===== src/rtl/sscc_pkg.sv =====
// Purpose: shared constants, types and crc helpers of the spi command link
// Assumes: one system clock for both ends
// Notes:   crc is the serial, augmented form shifted in at the lsb
package sscc_pkg;

    // ****************************************************************
    // frame layout
    // ****************************************************************
    localparam int FRAME_BITS = 32;
    localparam int CRC_BITS   = 8;
    localparam int MSG_BITS   = FRAME_BITS - CRC_BITS;
    localparam int CMD_MSB    = 31;
    localparam int CMD_LSB    = 28;
    localparam int SF_MSB     = 9;
    localparam int SF_LSB     = 8;
    localparam int SRC_CNT    = 8;
    localparam int SENS_W     = 16;
    localparam int CNT_W      = 6;

    localparam logic [3:0] CMD_REG_WRITE = 4'h8;
    localparam logic [3:0] CMD_REG_READ  = 4'hc;
    localparam logic [1:0] ST_ERROR      = 2'h3;
    localparam logic [1:0] SF_SPI_ERR    = 2'h3;
    localparam logic [15:0] SENS_ZERO    = 16'h0000;
    localparam logic [19:0] RSVD_FILL    = 20'h00000;
    localparam logic [5:0] CNT_MAX       = 6'h3f;
    localparam logic [2:0] PIN_IDLE      = 3'h4;

    // ****************************************************************
    // crc
    // ****************************************************************
    localparam logic [7:0] CRC_POLY  = 8'h2f;
    localparam logic [3:0] SEED_HI   = 4'hf;
    localparam logic [3:0] SEED_ZERO = 4'h0;

    // ****************************************************************
    // host register map and fields
    // ****************************************************************
    localparam logic [7:0] OFS_CTRL     = 8'h00;
    localparam logic [7:0] OFS_CMD      = 8'h04;
    localparam logic [7:0] OFS_RESP     = 8'h08;
    localparam logic [7:0] OFS_STAT     = 8'h0c;
    localparam logic [7:0] OFS_IRQ_STAT = 8'h10;
    localparam logic [7:0] OFS_IRQ_MASK = 8'h14;
    localparam int CTRL_START  = 0;
    localparam int CTRL_SEED_L = 4;
    localparam int IRQ_W       = 3;
    localparam int IRQ_DONE    = 0;
    localparam int IRQ_CRC_ERR = 1;
    localparam int IRQ_SPI_ERR = 2;
    localparam int HALF_CYC    = 8;

    typedef enum {KIND_DATA, KIND_RSVD, KIND_ERR} sscc_kind_t;
    typedef enum {H_IDLE, H_LEAD, H_HIGH, H_LOW, H_TRAIL, H_GAP}
        sscc_hstate_t;

    function automatic logic [7:0] seed_of(input logic [3:0] nib);
        return (nib == SEED_ZERO) ? {SEED_HI, SEED_HI} : {SEED_HI, nib};
    endfunction

    function automatic logic [7:0] crc_step(input logic [7:0] c,
                                            input logic       d);
        return {c[6:0], d} ^ (c[7] ? CRC_POLY : 8'h00);
    endfunction

    // crc over the 24 message bits followed by eight zeros
    function automatic logic [7:0] crc_of(input logic [7:0]  seed,
                                          input logic [23:0] msg);
        logic [7:0] c;
        c = seed;
        for (int i = MSG_BITS - 1; i >= 0; i--) begin
            c = crc_step(c, msg[i]);
        end
        for (int i = 0; i < CRC_BITS; i++) begin
            c = crc_step(c, 1'b0);
        end
        return c;
    endfunction

endpackage


===== src/rtl/sscc_spi_if.sv =====
// Purpose: four-wire spi link between host controller and sensor end
// Assumes: host owns chip select, serial clock and command data
// Notes:   every wire has exactly one driver, no tristate
`timescale 1ns/10ps
interface sscc_spi_if;
    logic csN;
    logic sclk;
    logic mosi;
    logic miso;

    modport dev  (input csN, input sclk, input mosi, output miso);
    modport host (output csN, output sclk, output mosi, input miso);
endinterface // sscc_spi_if


===== src/rtl/sscc_host.sv =====
// Purpose: spi host controller, commands ordered over apb
// Assumes: the sensor end uses the same crc seed nibble
// Notes:   serial clock is the system clock divided by 2*HALF
`timescale 1ns/10ps
module sscc_host #(
    parameter int HALF = sscc_pkg::HALF_CYC
) (
    input  wire logic        clock,
    input  wire logic        rst_n,
    sscc_spi_if.host         spi,
    input  wire logic [7:0]  paddr,
    input  wire logic        psel,
    input  wire logic        penable,
    input  wire logic        pwrite,
    input  wire logic [31:0] pwdata,
    output logic [31:0]      prdata,
    output logic             pready,
    output logic             pslverr,
    output logic             irq
);

    // ****************************************************************
    // apb registers
    // ****************************************************************
    logic [3:0]                  seed_ff;
    logic [23:0]                 cmdWord_ff;
    logic [31:0]                 respWord_ff;
    logic [sscc_pkg::IRQ_W-1:0]  irqStat_ff;
    logic [sscc_pkg::IRQ_W-1:0]  irqMask_ff;
    logic [sscc_pkg::IRQ_W-1:0]  irqSet;
    logic                        wrEn;
    logic                        mapped;
    logic                        startReq;
    logic                        busy;
    logic [31:0]                 nxt_rd;
    sscc_pkg::sscc_hstate_t      state_ff;

    assign busy   = state_ff != sscc_pkg::H_IDLE;
    assign mapped = paddr inside {sscc_pkg::OFS_CTRL, sscc_pkg::OFS_CMD,
                    sscc_pkg::OFS_RESP, sscc_pkg::OFS_STAT,
                    sscc_pkg::OFS_IRQ_STAT, sscc_pkg::OFS_IRQ_MASK};
    assign pready  = psel & penable;
    assign pslverr = psel & penable & ~mapped;
    assign wrEn    = psel & penable & pwrite & mapped;
    assign startReq = wrEn & (paddr == sscc_pkg::OFS_CTRL) &
                      pwdata[sscc_pkg::CTRL_START] & ~busy;

    always_comb begin
        case (paddr)
            sscc_pkg::OFS_CTRL:     nxt_rd = {24'h0, seed_ff, 4'h0};
            sscc_pkg::OFS_CMD:      nxt_rd = {cmdWord_ff, 8'h00};
            sscc_pkg::OFS_RESP:     nxt_rd = respWord_ff;
            sscc_pkg::OFS_STAT:     nxt_rd = {31'h0, busy};
            sscc_pkg::OFS_IRQ_STAT: nxt_rd = {29'h0, irqStat_ff};
            sscc_pkg::OFS_IRQ_MASK: nxt_rd = {29'h0, irqMask_ff};
            default:                nxt_rd = 32'h0;
        endcase
    end

    // read data captured in the setup cycle
    always_ff @(posedge clock or negedge rst_n) begin
        if (!rst_n) begin
            prdata <= '0;
        end else if (psel && !penable && !pwrite) begin
            prdata <= nxt_rd;
        end
    end

    always_ff @(posedge clock or negedge rst_n) begin
        if (!rst_n) begin
            seed_ff    <= '0;
            cmdWord_ff <= '0;
            irqMask_ff <= '0;
        end else if (wrEn) begin
            if (paddr == sscc_pkg::OFS_CTRL) begin
                seed_ff <= pwdata[sscc_pkg::CTRL_SEED_L +: 4];
            end
            if (paddr == sscc_pkg::OFS_CMD) begin
                cmdWord_ff <= pwdata[31:8];
            end
            if (paddr == sscc_pkg::OFS_IRQ_MASK) begin
                irqMask_ff <= pwdata[sscc_pkg::IRQ_W-1:0];
            end
        end
    end

    // set wins over a write-one clear in the same cycle
    always_ff @(posedge clock or negedge rst_n) begin
        if (!rst_n) begin
            irqStat_ff <= '0;
        end else if (wrEn && paddr == sscc_pkg::OFS_IRQ_STAT) begin
            irqStat_ff <= (irqStat_ff & ~pwdata[sscc_pkg::IRQ_W-1:0]) |
                          irqSet;
        end else begin
            irqStat_ff <= irqStat_ff | irqSet;
        end
    end

    assign irq = |(irqStat_ff & irqMask_ff);

    // ****************************************************************
    // frame sequencer
    // ****************************************************************
    logic [1:0]   misoSync_ff;
    logic [15:0]  cnt_ff;
    logic [5:0]   bits_ff;
    logic [31:0]  txWord_ff;
    logic [31:0]  rxWord_ff;
    logic         phaseEnd;

    assign phaseEnd = cnt_ff == 16'(HALF - 1);

    always_ff @(posedge clock or negedge rst_n) begin
        if (!rst_n) begin
            misoSync_ff <= '0;
        end else begin
            misoSync_ff <= {misoSync_ff[0], spi.miso};
        end
    end

    always_ff @(posedge clock or negedge rst_n) begin
        if (!rst_n) begin
            cnt_ff <= '0;
        end else if (startReq || phaseEnd) begin
            cnt_ff <= '0;
        end else if (busy) begin
            cnt_ff <= cnt_ff + 16'h0001;
        end
    end

    always_ff @(posedge clock or negedge rst_n) begin
        if (!rst_n) begin
            state_ff <= sscc_pkg::H_IDLE;
        end else begin
            case (state_ff)
                sscc_pkg::H_IDLE: begin
                    if (startReq) state_ff <= sscc_pkg::H_LEAD;
                end
                sscc_pkg::H_LEAD, sscc_pkg::H_LOW: begin
                    if (phaseEnd) state_ff <= sscc_pkg::H_HIGH;
                end
                sscc_pkg::H_HIGH: begin
                    if (phaseEnd) begin
                        state_ff <= (bits_ff == 6'(sscc_pkg::FRAME_BITS))
                                    ? sscc_pkg::H_TRAIL : sscc_pkg::H_LOW;
                    end
                end
                sscc_pkg::H_TRAIL: begin
                    if (phaseEnd) state_ff <= sscc_pkg::H_GAP;
                end
                sscc_pkg::H_GAP: begin
                    if (phaseEnd) state_ff <= sscc_pkg::H_IDLE;
                end
                default: state_ff <= sscc_pkg::H_IDLE;
            endcase
        end
    end

    // sample on the way up, shift out on the way down
    always_ff @(posedge clock or negedge rst_n) begin
        if (!rst_n) begin
            bits_ff   <= '0;
            txWord_ff <= '0;
            rxWord_ff <= '0;
        end else if (startReq) begin
            bits_ff   <= '0;
            txWord_ff <= {cmdWord_ff, sscc_pkg::crc_of(sscc_pkg::seed_of(
                          pwdata[sscc_pkg::CTRL_SEED_L +: 4]), cmdWord_ff)};
        end else if (phaseEnd && (state_ff == sscc_pkg::H_LEAD ||
                                  state_ff == sscc_pkg::H_LOW)) begin
            bits_ff   <= bits_ff + 6'h01;
            rxWord_ff <= {rxWord_ff[30:0], misoSync_ff[1]};
        end else if (phaseEnd && state_ff == sscc_pkg::H_HIGH) begin
            txWord_ff <= {txWord_ff[30:0], 1'b0};
        end
    end

    always_ff @(posedge clock or negedge rst_n) begin
        if (!rst_n) begin
            respWord_ff <= '0;
        end else if (phaseEnd && state_ff == sscc_pkg::H_GAP) begin
            respWord_ff <= rxWord_ff;
        end
    end

    always_comb begin
        irqSet = '0;
        if (phaseEnd && state_ff == sscc_pkg::H_GAP) begin
            irqSet[sscc_pkg::IRQ_DONE] = 1'b1;
            irqSet[sscc_pkg::IRQ_CRC_ERR] = rxWord_ff[7:0] !=
                sscc_pkg::crc_of(sscc_pkg::seed_of(seed_ff),
                                 rxWord_ff[31:8]);
            irqSet[sscc_pkg::IRQ_SPI_ERR] =
                rxWord_ff[sscc_pkg::SF_MSB:sscc_pkg::SF_LSB] ==
                sscc_pkg::SF_SPI_ERR;
        end
    end

    assign spi.csN  = ~(busy && state_ff != sscc_pkg::H_GAP);
    assign spi.sclk = state_ff == sscc_pkg::H_HIGH;
    assign spi.mosi = txWord_ff[31];

endmodule // sscc_host


===== src/flat_wrapper.sv =====
// flat-port wrapper written by rule: the top's interface ports become plain ports
module sscc_host_flat 
#(
    parameter int HALF = sscc_pkg::HALF_CYC
)
  (clock, rst_n, paddr, psel, penable, pwrite, pwdata, prdata, pready, pslverr, irq, spi_csN, spi_sclk, spi_mosi, spi_miso);
  sscc_spi_if spi_i ();
  input  wire logic clock;
  input  wire logic rst_n;
  input  wire logic [7:0] paddr;
  input  wire logic psel;
  input  wire logic penable;
  input  wire logic pwrite;
  input  wire logic [31:0] pwdata;
  output logic [31:0] prdata;
  output logic pready;
  output logic pslverr;
  output logic irq;
  output wire logic [$bits(spi_i.csN)-1:0] spi_csN;
  output wire logic [$bits(spi_i.sclk)-1:0] spi_sclk;
  output wire logic [$bits(spi_i.mosi)-1:0] spi_mosi;
  input wire logic [$bits(spi_i.miso)-1:0] spi_miso;
  assign spi_csN = spi_i.csN;
  assign spi_sclk = spi_i.sclk;
  assign spi_mosi = spi_i.mosi;
  assign spi_i.miso = spi_miso;
  sscc_host #(.HALF(HALF)) u_core (.clock(clock), .rst_n(rst_n), .spi(spi_i), .paddr(paddr), .psel(psel), .penable(penable), .pwrite(pwrite), .pwdata(pwdata), .prdata(prdata), .pready(pready), .pslverr(pslverr), .irq(irq));
endmodule

===== config.mk =====
export PLATFORM = sky130hd
export DESIGN_NAME = sscc_host_flat
export DESIGN_NICKNAME = d
export VERILOG_FILES = /design/src/rtl/sscc_pkg.sv /design/src/rtl/sscc_spi_if.sv /design/src/rtl/sscc_host.sv /design/src/flat_wrapper.sv
export SDC_FILE = /design/constraint.sdc
export NUM_CORES = 1
export LEC_CHECK = 0
export CORE_MARGIN = 5
export CORE_UTILIZATION = 50
export CTS_BUF_LIST = sky130_fd_sc_hd__clkbuf_2 sky130_fd_sc_hd__clkbuf_4 sky130_fd_sc_hd__clkbuf_8
export CTS_CLUSTER_DIAMETER = 30
export DETAILED_ROUTE_END_ITERATION = 12
export DONT_BUFFER_PORTS = 1
export PLACE_DENSITY = 0.71
export SKIP_CTS_REPAIR_TIMING = 1
export SLEW_MARGIN = 20
export SYNTH_ARGS = -nofsm -noshare
export SYNTH_HDL_FRONTEND = slang
export SYNTH_SLANG_ARGS = --single-unit

===== constraint.sdc =====
create_clock -name clock -period 5.4 [get_ports clock]
set_input_delay 1.08 -clock clock [delete_from_list [all_inputs] [get_ports clock]]
set_output_delay 1.08 -clock clock [all_outputs]
set_load 0.05 [all_outputs]

# [Word-level counts from Yosys, hierarchy flattened]
# Index checks and enable logic that the tools add are counted.
[classes] mux=83 n_bitwise=80 n_shift=0 order_cmp=0 div_mod_pow=0 n_mul=0 addsub=2 n_eq_ne=25 n_reduce_logical=28
[ops] op="$xor A8 B8 Y8" count=64
[ops] op="$mux W6" count=66
[ops] op="$mux W32" count=8
[ops] op="$pmux W32 S6" count=1
[ops] op="$pmux W32 S5" count=1
[ops] op="$eq A32 B3 Y1 const B" count=4
[ops] op="$eq A32 B2 Y1 const B" count=3
[ops] op="$eq A32 B1 Y1 const B" count=1
[ops] op="$eq A32 B4 Y1 const B" count=1
[ops] op="$logic_not A32 Y1" count=1
[ops] op="$mux W16" count=2
[ops] op="$ne A32 B4 Y1 const B" count=1
[ops] op="$reduce_bool A32 Y1" count=1
[ops] op="$add A16 B1 Y16 const B" count=1
[ops] op="$eq A16 B3 Y1 const B" count=1
[ops] op="$eq A8 B4 Y1 const B" count=2
[ops] op="$eq A8 B5 Y1 const B" count=2
[ops] op="$ne A2 B1 Y1 const B" count=6
[ops] op="$reduce_and A2 Y1" count=5
[ops] op="$mux W3" count=3
[ops] op="$eq A8 B3 Y1 const B" count=1
[ops] op="$logic_not A4 Y1" count=2
[ops] op="$logic_not A8 Y1" count=1
[ops] op="$mux W4" count=2
[ops] op="17 further kinds" count=38
[totals] latch_bits=0 mem_bits_ro=0 out_inout_bits=38 inputBits=46 reg_bits=218 mem_count=0 mem_bits_rw=0

# [Depth between registers and ports, before layout]
[logic_depth] word_depth=69 mapped_depth=10 ltp_nobuf=9

# [Least setup slack after synthesis]
# OpenSTA, ideal clock, no wires.
[synth_path] path_kind="input port to flip-flop" start="in pwdata[5]" end="reg u_core.txWord_ff[5]" required_time_ps=5323 slack_ps=1545 path_buffers=1 arrival_ps=3778 stages=9 path_cell_list="clkbuf_2 -> xnor3_2 -> xnor3_2 -> xnor2_2 -> xnor3_1 -> xnor3_2 -> xnor3_2 -> xor3_1 -> o21ai_1"
[synth_between] elab_chain_cells=45 word_cells_on_any_way=62 classes_between="mux (29); bitwise (32); reduce/logical (1)"
[synth_rtl] element="from (decl)" line="flat_wrapper.sv:14" text="input wire logic [31:0] pwdata;"
[synth_rtl] element="$logic_not A4 Y1" line="sscc_pkg.sv:58" text="return (nib == SEED_ZERO) ? {SEED_HI, SEED_HI} : {SEED_HI, nib};"
[synth_rtl] element="$mux W4 *" line="sscc_pkg.sv:58"
[synth_rtl] element="$xor A8 B8 Y8 * (4 in a row)" line="sscc_pkg.sv:63" text="return {c[6:0], d} ^ (c[7] ? CRC_POLY : 8'h00);"
[synth_rtl] element="$mux W6" line="sscc_pkg.sv:63"
[synth_rtl] element="$xor A8 B8 Y8 * (3 in a row)" line="sscc_pkg.sv:63"
[synth_rtl] element="$mux W6" line="sscc_pkg.sv:63"
[synth_rtl] element="$xor A8 B8 Y8 * (3 in a row)" line="sscc_pkg.sv:63"
[synth_rtl] element="$mux W6" line="sscc_pkg.sv:63"
[synth_rtl] element="[16 not listed]"
[synth_rtl] element="$xor A8 B8 Y8 * (3 in a row)" line="sscc_pkg.sv:63"
[synth_rtl] element="$mux W6" line="sscc_pkg.sv:63"
[synth_rtl] element="$xor A8 B8 Y8 * (3 in a row)" line="sscc_pkg.sv:63"
[synth_rtl] element="$mux W6" line="sscc_pkg.sv:63"
[synth_rtl] element="$xor A8 B8 Y8 * (3 in a row)" line="sscc_pkg.sv:63"
[synth_rtl] element="$mux W6" line="sscc_pkg.sv:63"
[synth_rtl] element="$xor A8 B8 Y8 *" line="sscc_pkg.sv:63"
[synth_rtl] element="$mux W32 *" line="sscc_host.sv:165" text="end else if (startReq) begin"
[synth_rtl] element="to (signal assigned)" line="sscc_host.sv:167" text="txWord_ff <= {cmdWord_ff, sscc_pkg::crc_of(sscc_pkg::seed_of("
[synth_rtl] element="to (signal assigned)" line="sscc_host.sv:174" text="txWord_ff <= {txWord_ff[30:0], 1'b0};"
[synth_rtl] element="to (decl)" line="sscc_host.sv:107" text="logic [31:0] txWord_ff;"
# Every way passes the cells marked *; elsewhere a longest branch is shown, timed or not.
# A chain may end at the register's enable or synchronous reset.

# [Worst setup path in the final report]
[layout_path] start="reg u_core.seed_ff[0]" end="reg u_core.irqStat_ff[1] (netlist name)"
[layout_between] elab_chain_cells=48 word_cells_on_any_way=67 classes_between="eq/ne (1); mux (31); bitwise (34); reduce/logical (1)"
[layout_rtl] element="from (decl)" line="sscc_host.sv:25" text="logic [3:0] seed_ff;"
[layout_rtl] element="from (signal assigned)" line="sscc_host.sv:76" text="seed_ff <= pwdata[sscc_pkg::CTRL_SEED_L +: 4];"
[layout_rtl] element="$logic_not A4 Y1" line="sscc_pkg.sv:58"
[layout_rtl] element="$mux W4 *" line="sscc_pkg.sv:58"
[layout_rtl] element="$xor A8 B8 Y8 * (4 in a row)" line="sscc_pkg.sv:63"
[layout_rtl] element="$mux W6" line="sscc_pkg.sv:63"
[layout_rtl] element="$xor A8 B8 Y8 * (3 in a row)" line="sscc_pkg.sv:63"
[layout_rtl] element="$mux W6" line="sscc_pkg.sv:63"
[layout_rtl] element="$xor A8 B8 Y8 * (3 in a row)" line="sscc_pkg.sv:63"
[layout_rtl] element="$mux W6" line="sscc_pkg.sv:63"
[layout_rtl] element="[23 not listed]"
[layout_rtl] element="$mux W6" line="sscc_pkg.sv:63"
[layout_rtl] element="$xor A8 B8 Y8 * (3 in a row)" line="sscc_pkg.sv:63"
[layout_rtl] element="$mux W6" line="sscc_pkg.sv:63"
[layout_rtl] element="$xor A8 B8 Y8 *" line="sscc_pkg.sv:63"
[layout_rtl] element="$ne A8 B8 Y1 *" line="sscc_host.sv:190" text="irqSet[sscc_pkg::IRQ_CRC_ERR] = rxWord_ff[7:0] !="
[layout_rtl] element="$mux W3 *" line="sscc_host.sv:188" text="if (phaseEnd && state_ff == sscc_pkg::H_GAP) begin"
[layout_rtl] element="$or A3 B3 Y3, on equally long branches" line="sscc_host.sv:95, sscc_host.sv:92"
[layout_rtl] element="$mux W3 *" line="sscc_host.sv:91" text="end else if (wrEn && paddr == sscc_pkg::OFS_IRQ_STAT) begin"
[layout_rtl] element="to (signal assigned)" line="sscc_host.sv:92" text="irqStat_ff <= (irqStat_ff & ~pwdata[sscc_pkg::IRQ_W-1:0]) |"
[layout_rtl] element="to (signal assigned)" line="sscc_host.sv:95" text="irqStat_ff <= irqStat_ff | irqSet;"
[layout_rtl] element="to (decl)" line="sscc_host.sv:28" text="logic [sscc_pkg::IRQ_W-1:0] irqStat_ff;"
# Marked as above.

==> metrics.cfg <==
[run_status]
status=complete, no violations

[floorplanning]
rows=52
start_util=0.5067
die_height_um=153.0
fp.dieW_um=153.0
die_area_mm2=0.02340
ios=84
coreArea_mm2=0.02017

[cts]
cts.path.max_buffers=2
htreeDepth=4
cts_buffers=17
clock-root-buffer=clkbuf_8
clk_latency_ns=0.48
clock_sinks=189
clk_pin_slew_ns=0.11
cts_tree=done

[synth]
synth_area_leaders=dfrtp_1 (46%), mux2_2 (11%), xnor2_1 (6.7%)
synth_commonest_cells=dfrtp_1 (189), mux2_2 (99), xnor2_1 (78), nor2_1 (63), nand2_1 (58)
synthCells=846
yosysSeqAreaShare=0.4628
synth_seq_cells=189
yosysMostFrequentCell=dfrtp_1
synth_warnings=0
syn_nets=895
synth.avg_cell_area_um2=12.08
synth_flop_cell=dfrtp_1
async_flop_share=1.000
synth_area_leader_cell=dfrtp_1
synth_cell_type_count=54
netlist_area_mm2=0.01022
netlist.area_leader.share=0.4628
synth_enable_flop_cells=0

[placed_design]
dpl.hpwl_mm=14.85
io_buffers=0
place_ws_ns=1.512
gp_congestion=0.8033

[timing]
setup_ws_ns=1.924
fmax_ghz=0.2877
finalSetupViolCount=0
finalClockSkew_ns=0.01332
hold_viol=0
rsz0062_at_grt=no
post-route-min-period_ns=3.476
max-slew-margin-rel=0.3420
fin_setup_tns_ns=0
period_share=0.6436
finalMaxSlewViolations=0
tightest_slew_ns=0.9795

[power]
combPwrFrac=0.141
clockPowerShare=0.336
p_per_area_mw_per_mm2=254.2
p_int_w=0.002016
seqPwrFrac=0.523
switching_share=0.2686
ir_drop_mv=0.1525
finalPower_w=0.002757
power_switching_w=0.0007404
p_leak_nw=4.932

[grt]
grt_max_degree=190
grt_pass1_wl_mm=34.69
grt_overflow_total=0
grt_pass1_vias=6234
antenna_found_initial=0
grt_usage=0.1860

[critical_path]
max_stage_delay_ns=0.60
crit_buf_inv=0
required_ns=5.80
crit_fanout=9
worstSetupPathType=flop to flop
crit_family=XOR/XNOR gates
cp_slowest_cell=dfrtp_1
endpoint_kind=flop
arrival_ns=3.87
critPathLaunchType=flop
crit_path_cell_trace=xor3_2 -> xor2_1 -> xnor3_1 -> xnor3_2 -> xnor3_1 -> and3_1 -> a22o_1 -> a41oi_1
crit_top_cell=xnor3_1

[route]
route.detailed.drc=0
routed_wl_mm=21.19
wire_per_inst_um=19.16
ant_nets=0
first_iter_violations=294
drt_first_pass_iters=4
vias_per_cell=5.535
via_count=6122

[hold_path]
hold_class=input pin to asynchronous set/reset pin

[finish]
antenna_cells=0
final_nets=872
drive_gt1_frac=0.1938
syn2layout_area_growth_pct=6.097

[run]
maxCapViolations=0

cells in the final DEF, fill, tap and decap left out, drive strengths merged, types with 4 or more instances in the layout:
master  count
clkinv      5
a22oi      29
xnor3      41
nand2      58
buf         6
mux2       99
nand4       6
xor3       10
nand3      11
nor3b       4
nor4        5
o21ai      36
nor2       63
a211oi      4
or3         4
and3        4
a21oi      35
clkbuf     18
xor2       37
inv        14
dfrtp     189
nor2b       8
mux2i      29
xnor2      80
nor3       12
worst paths after layout:
kind,startpoint,end,slack (ns),depth (start not counted)
min in group clock,u_core.misoSync_ff[0],u_core.misoSync_ff[1],0.36,0
worst max-delay path,u_core.seed_ff[0],u_core.irqStat_ff[1],1.92,8
worst min-delay path,rst_n,u_core.cnt_ff[4],0.28,0
max in group asynchronous,rst_n,u_core.prdata[6],4.55,0
worst min register to register,u_core.misoSync_ff[0],u_core.misoSync_ff[1],0.36,0
worst max register to register,u_core.seed_ff[0],u_core.irqStat_ff[1],1.92,8
per-layer routing:
metal / wire [um] / track usage
met1: 9069 / 0.2333
met2: 11040 / 0.3260
met3: 677 / 0.03732
met4: 398 / 0.05770
met5: 0 / 0
flip-flops by register name, summed over array words and instances (netlist names):
| name | count |
|---|---|
| u_core.bits_ff | 6 |
| u_core.cmdWord_ff | 24 |
| u_core.cnt_ff | 16 |
| u_core.irqMask_ff | 3 |
| u_core.irqStat_ff | 3 |
| u_core.misoSync_ff | 2 |
| u_core.prdata | 32 |
| u_core.respWord_ff | 32 |
| u_core.rxWord_ff | 32 |
| u_core.seed_ff | 4 |
| u_core.state_ff | 3 |
| u_core.txWord_ff | 32 |
power groups by stage:
stage	combinational (W)	sequential [W]	clock (W)
floorplan	0.000349	0.00146	0
global placement	0.000384	0.00147	0
detailed placement	0.000390	0.00147	0
CTS	0.000391	0.00144	0.000949
global route	0.000421	0.00144	0.00100
finish	0.000388	0.00144	0.000927
stage by stage:
step / cell area [um2] / instances / util / hold WS (ns)
6_report: 10840 / 1106 / 0.5376 / 0.2768
5_1_grt: 10840 / 1106 / 0.5376 / 0.2350
4_1_cts: 10820 / 1105 / 0.5362 / 0.2526
3_5_place_dp: 10420 / 1073 / 0.5166 / 0.3364
3_3_place_gp: 10420 / 1073 / 0.5166 / 0.3332
2_1_floorplan: 10220 / 846 / - / 0.3312
cell type report:
cell class,count,area (um2)
Clock inverter,14,147.6
Tap cell,270,337.8
Clock buffer,18,247.7
Inverter,6,22.52
Fill cell,1767,9326
Timing Repair Buffer,6,57.56
Sequential cell,189,4730
Multi-Input combinational cell,603,5300
kinds of logic (layout without fill, tap and decap cells):
logic type,Yosys count,in the layout,synth area share
XOR/XNOR,168,168,0.2190
flip-flops,189,189,0.4628
multiplexers,128,128,0.1375
buffers and inverters,54,44,0.02216
AO/OA/AOI/OAI,119,119,0.07223
AND/OR/NAND/NOR,185,185,0.08264
adder cells (fa/ha/maj),3,3,0.003673
worst reg2reg max path, delay by kind of cell (launching register included):
family	cells	cell delay [ns]
XOR/XNOR	5	2.14
AND/OR/NAND/NOR	1	0.19
flip-flops	1	0.60
AO/OA/AOI/OAI	2	0.46
(Power assumes the default switching activity.)
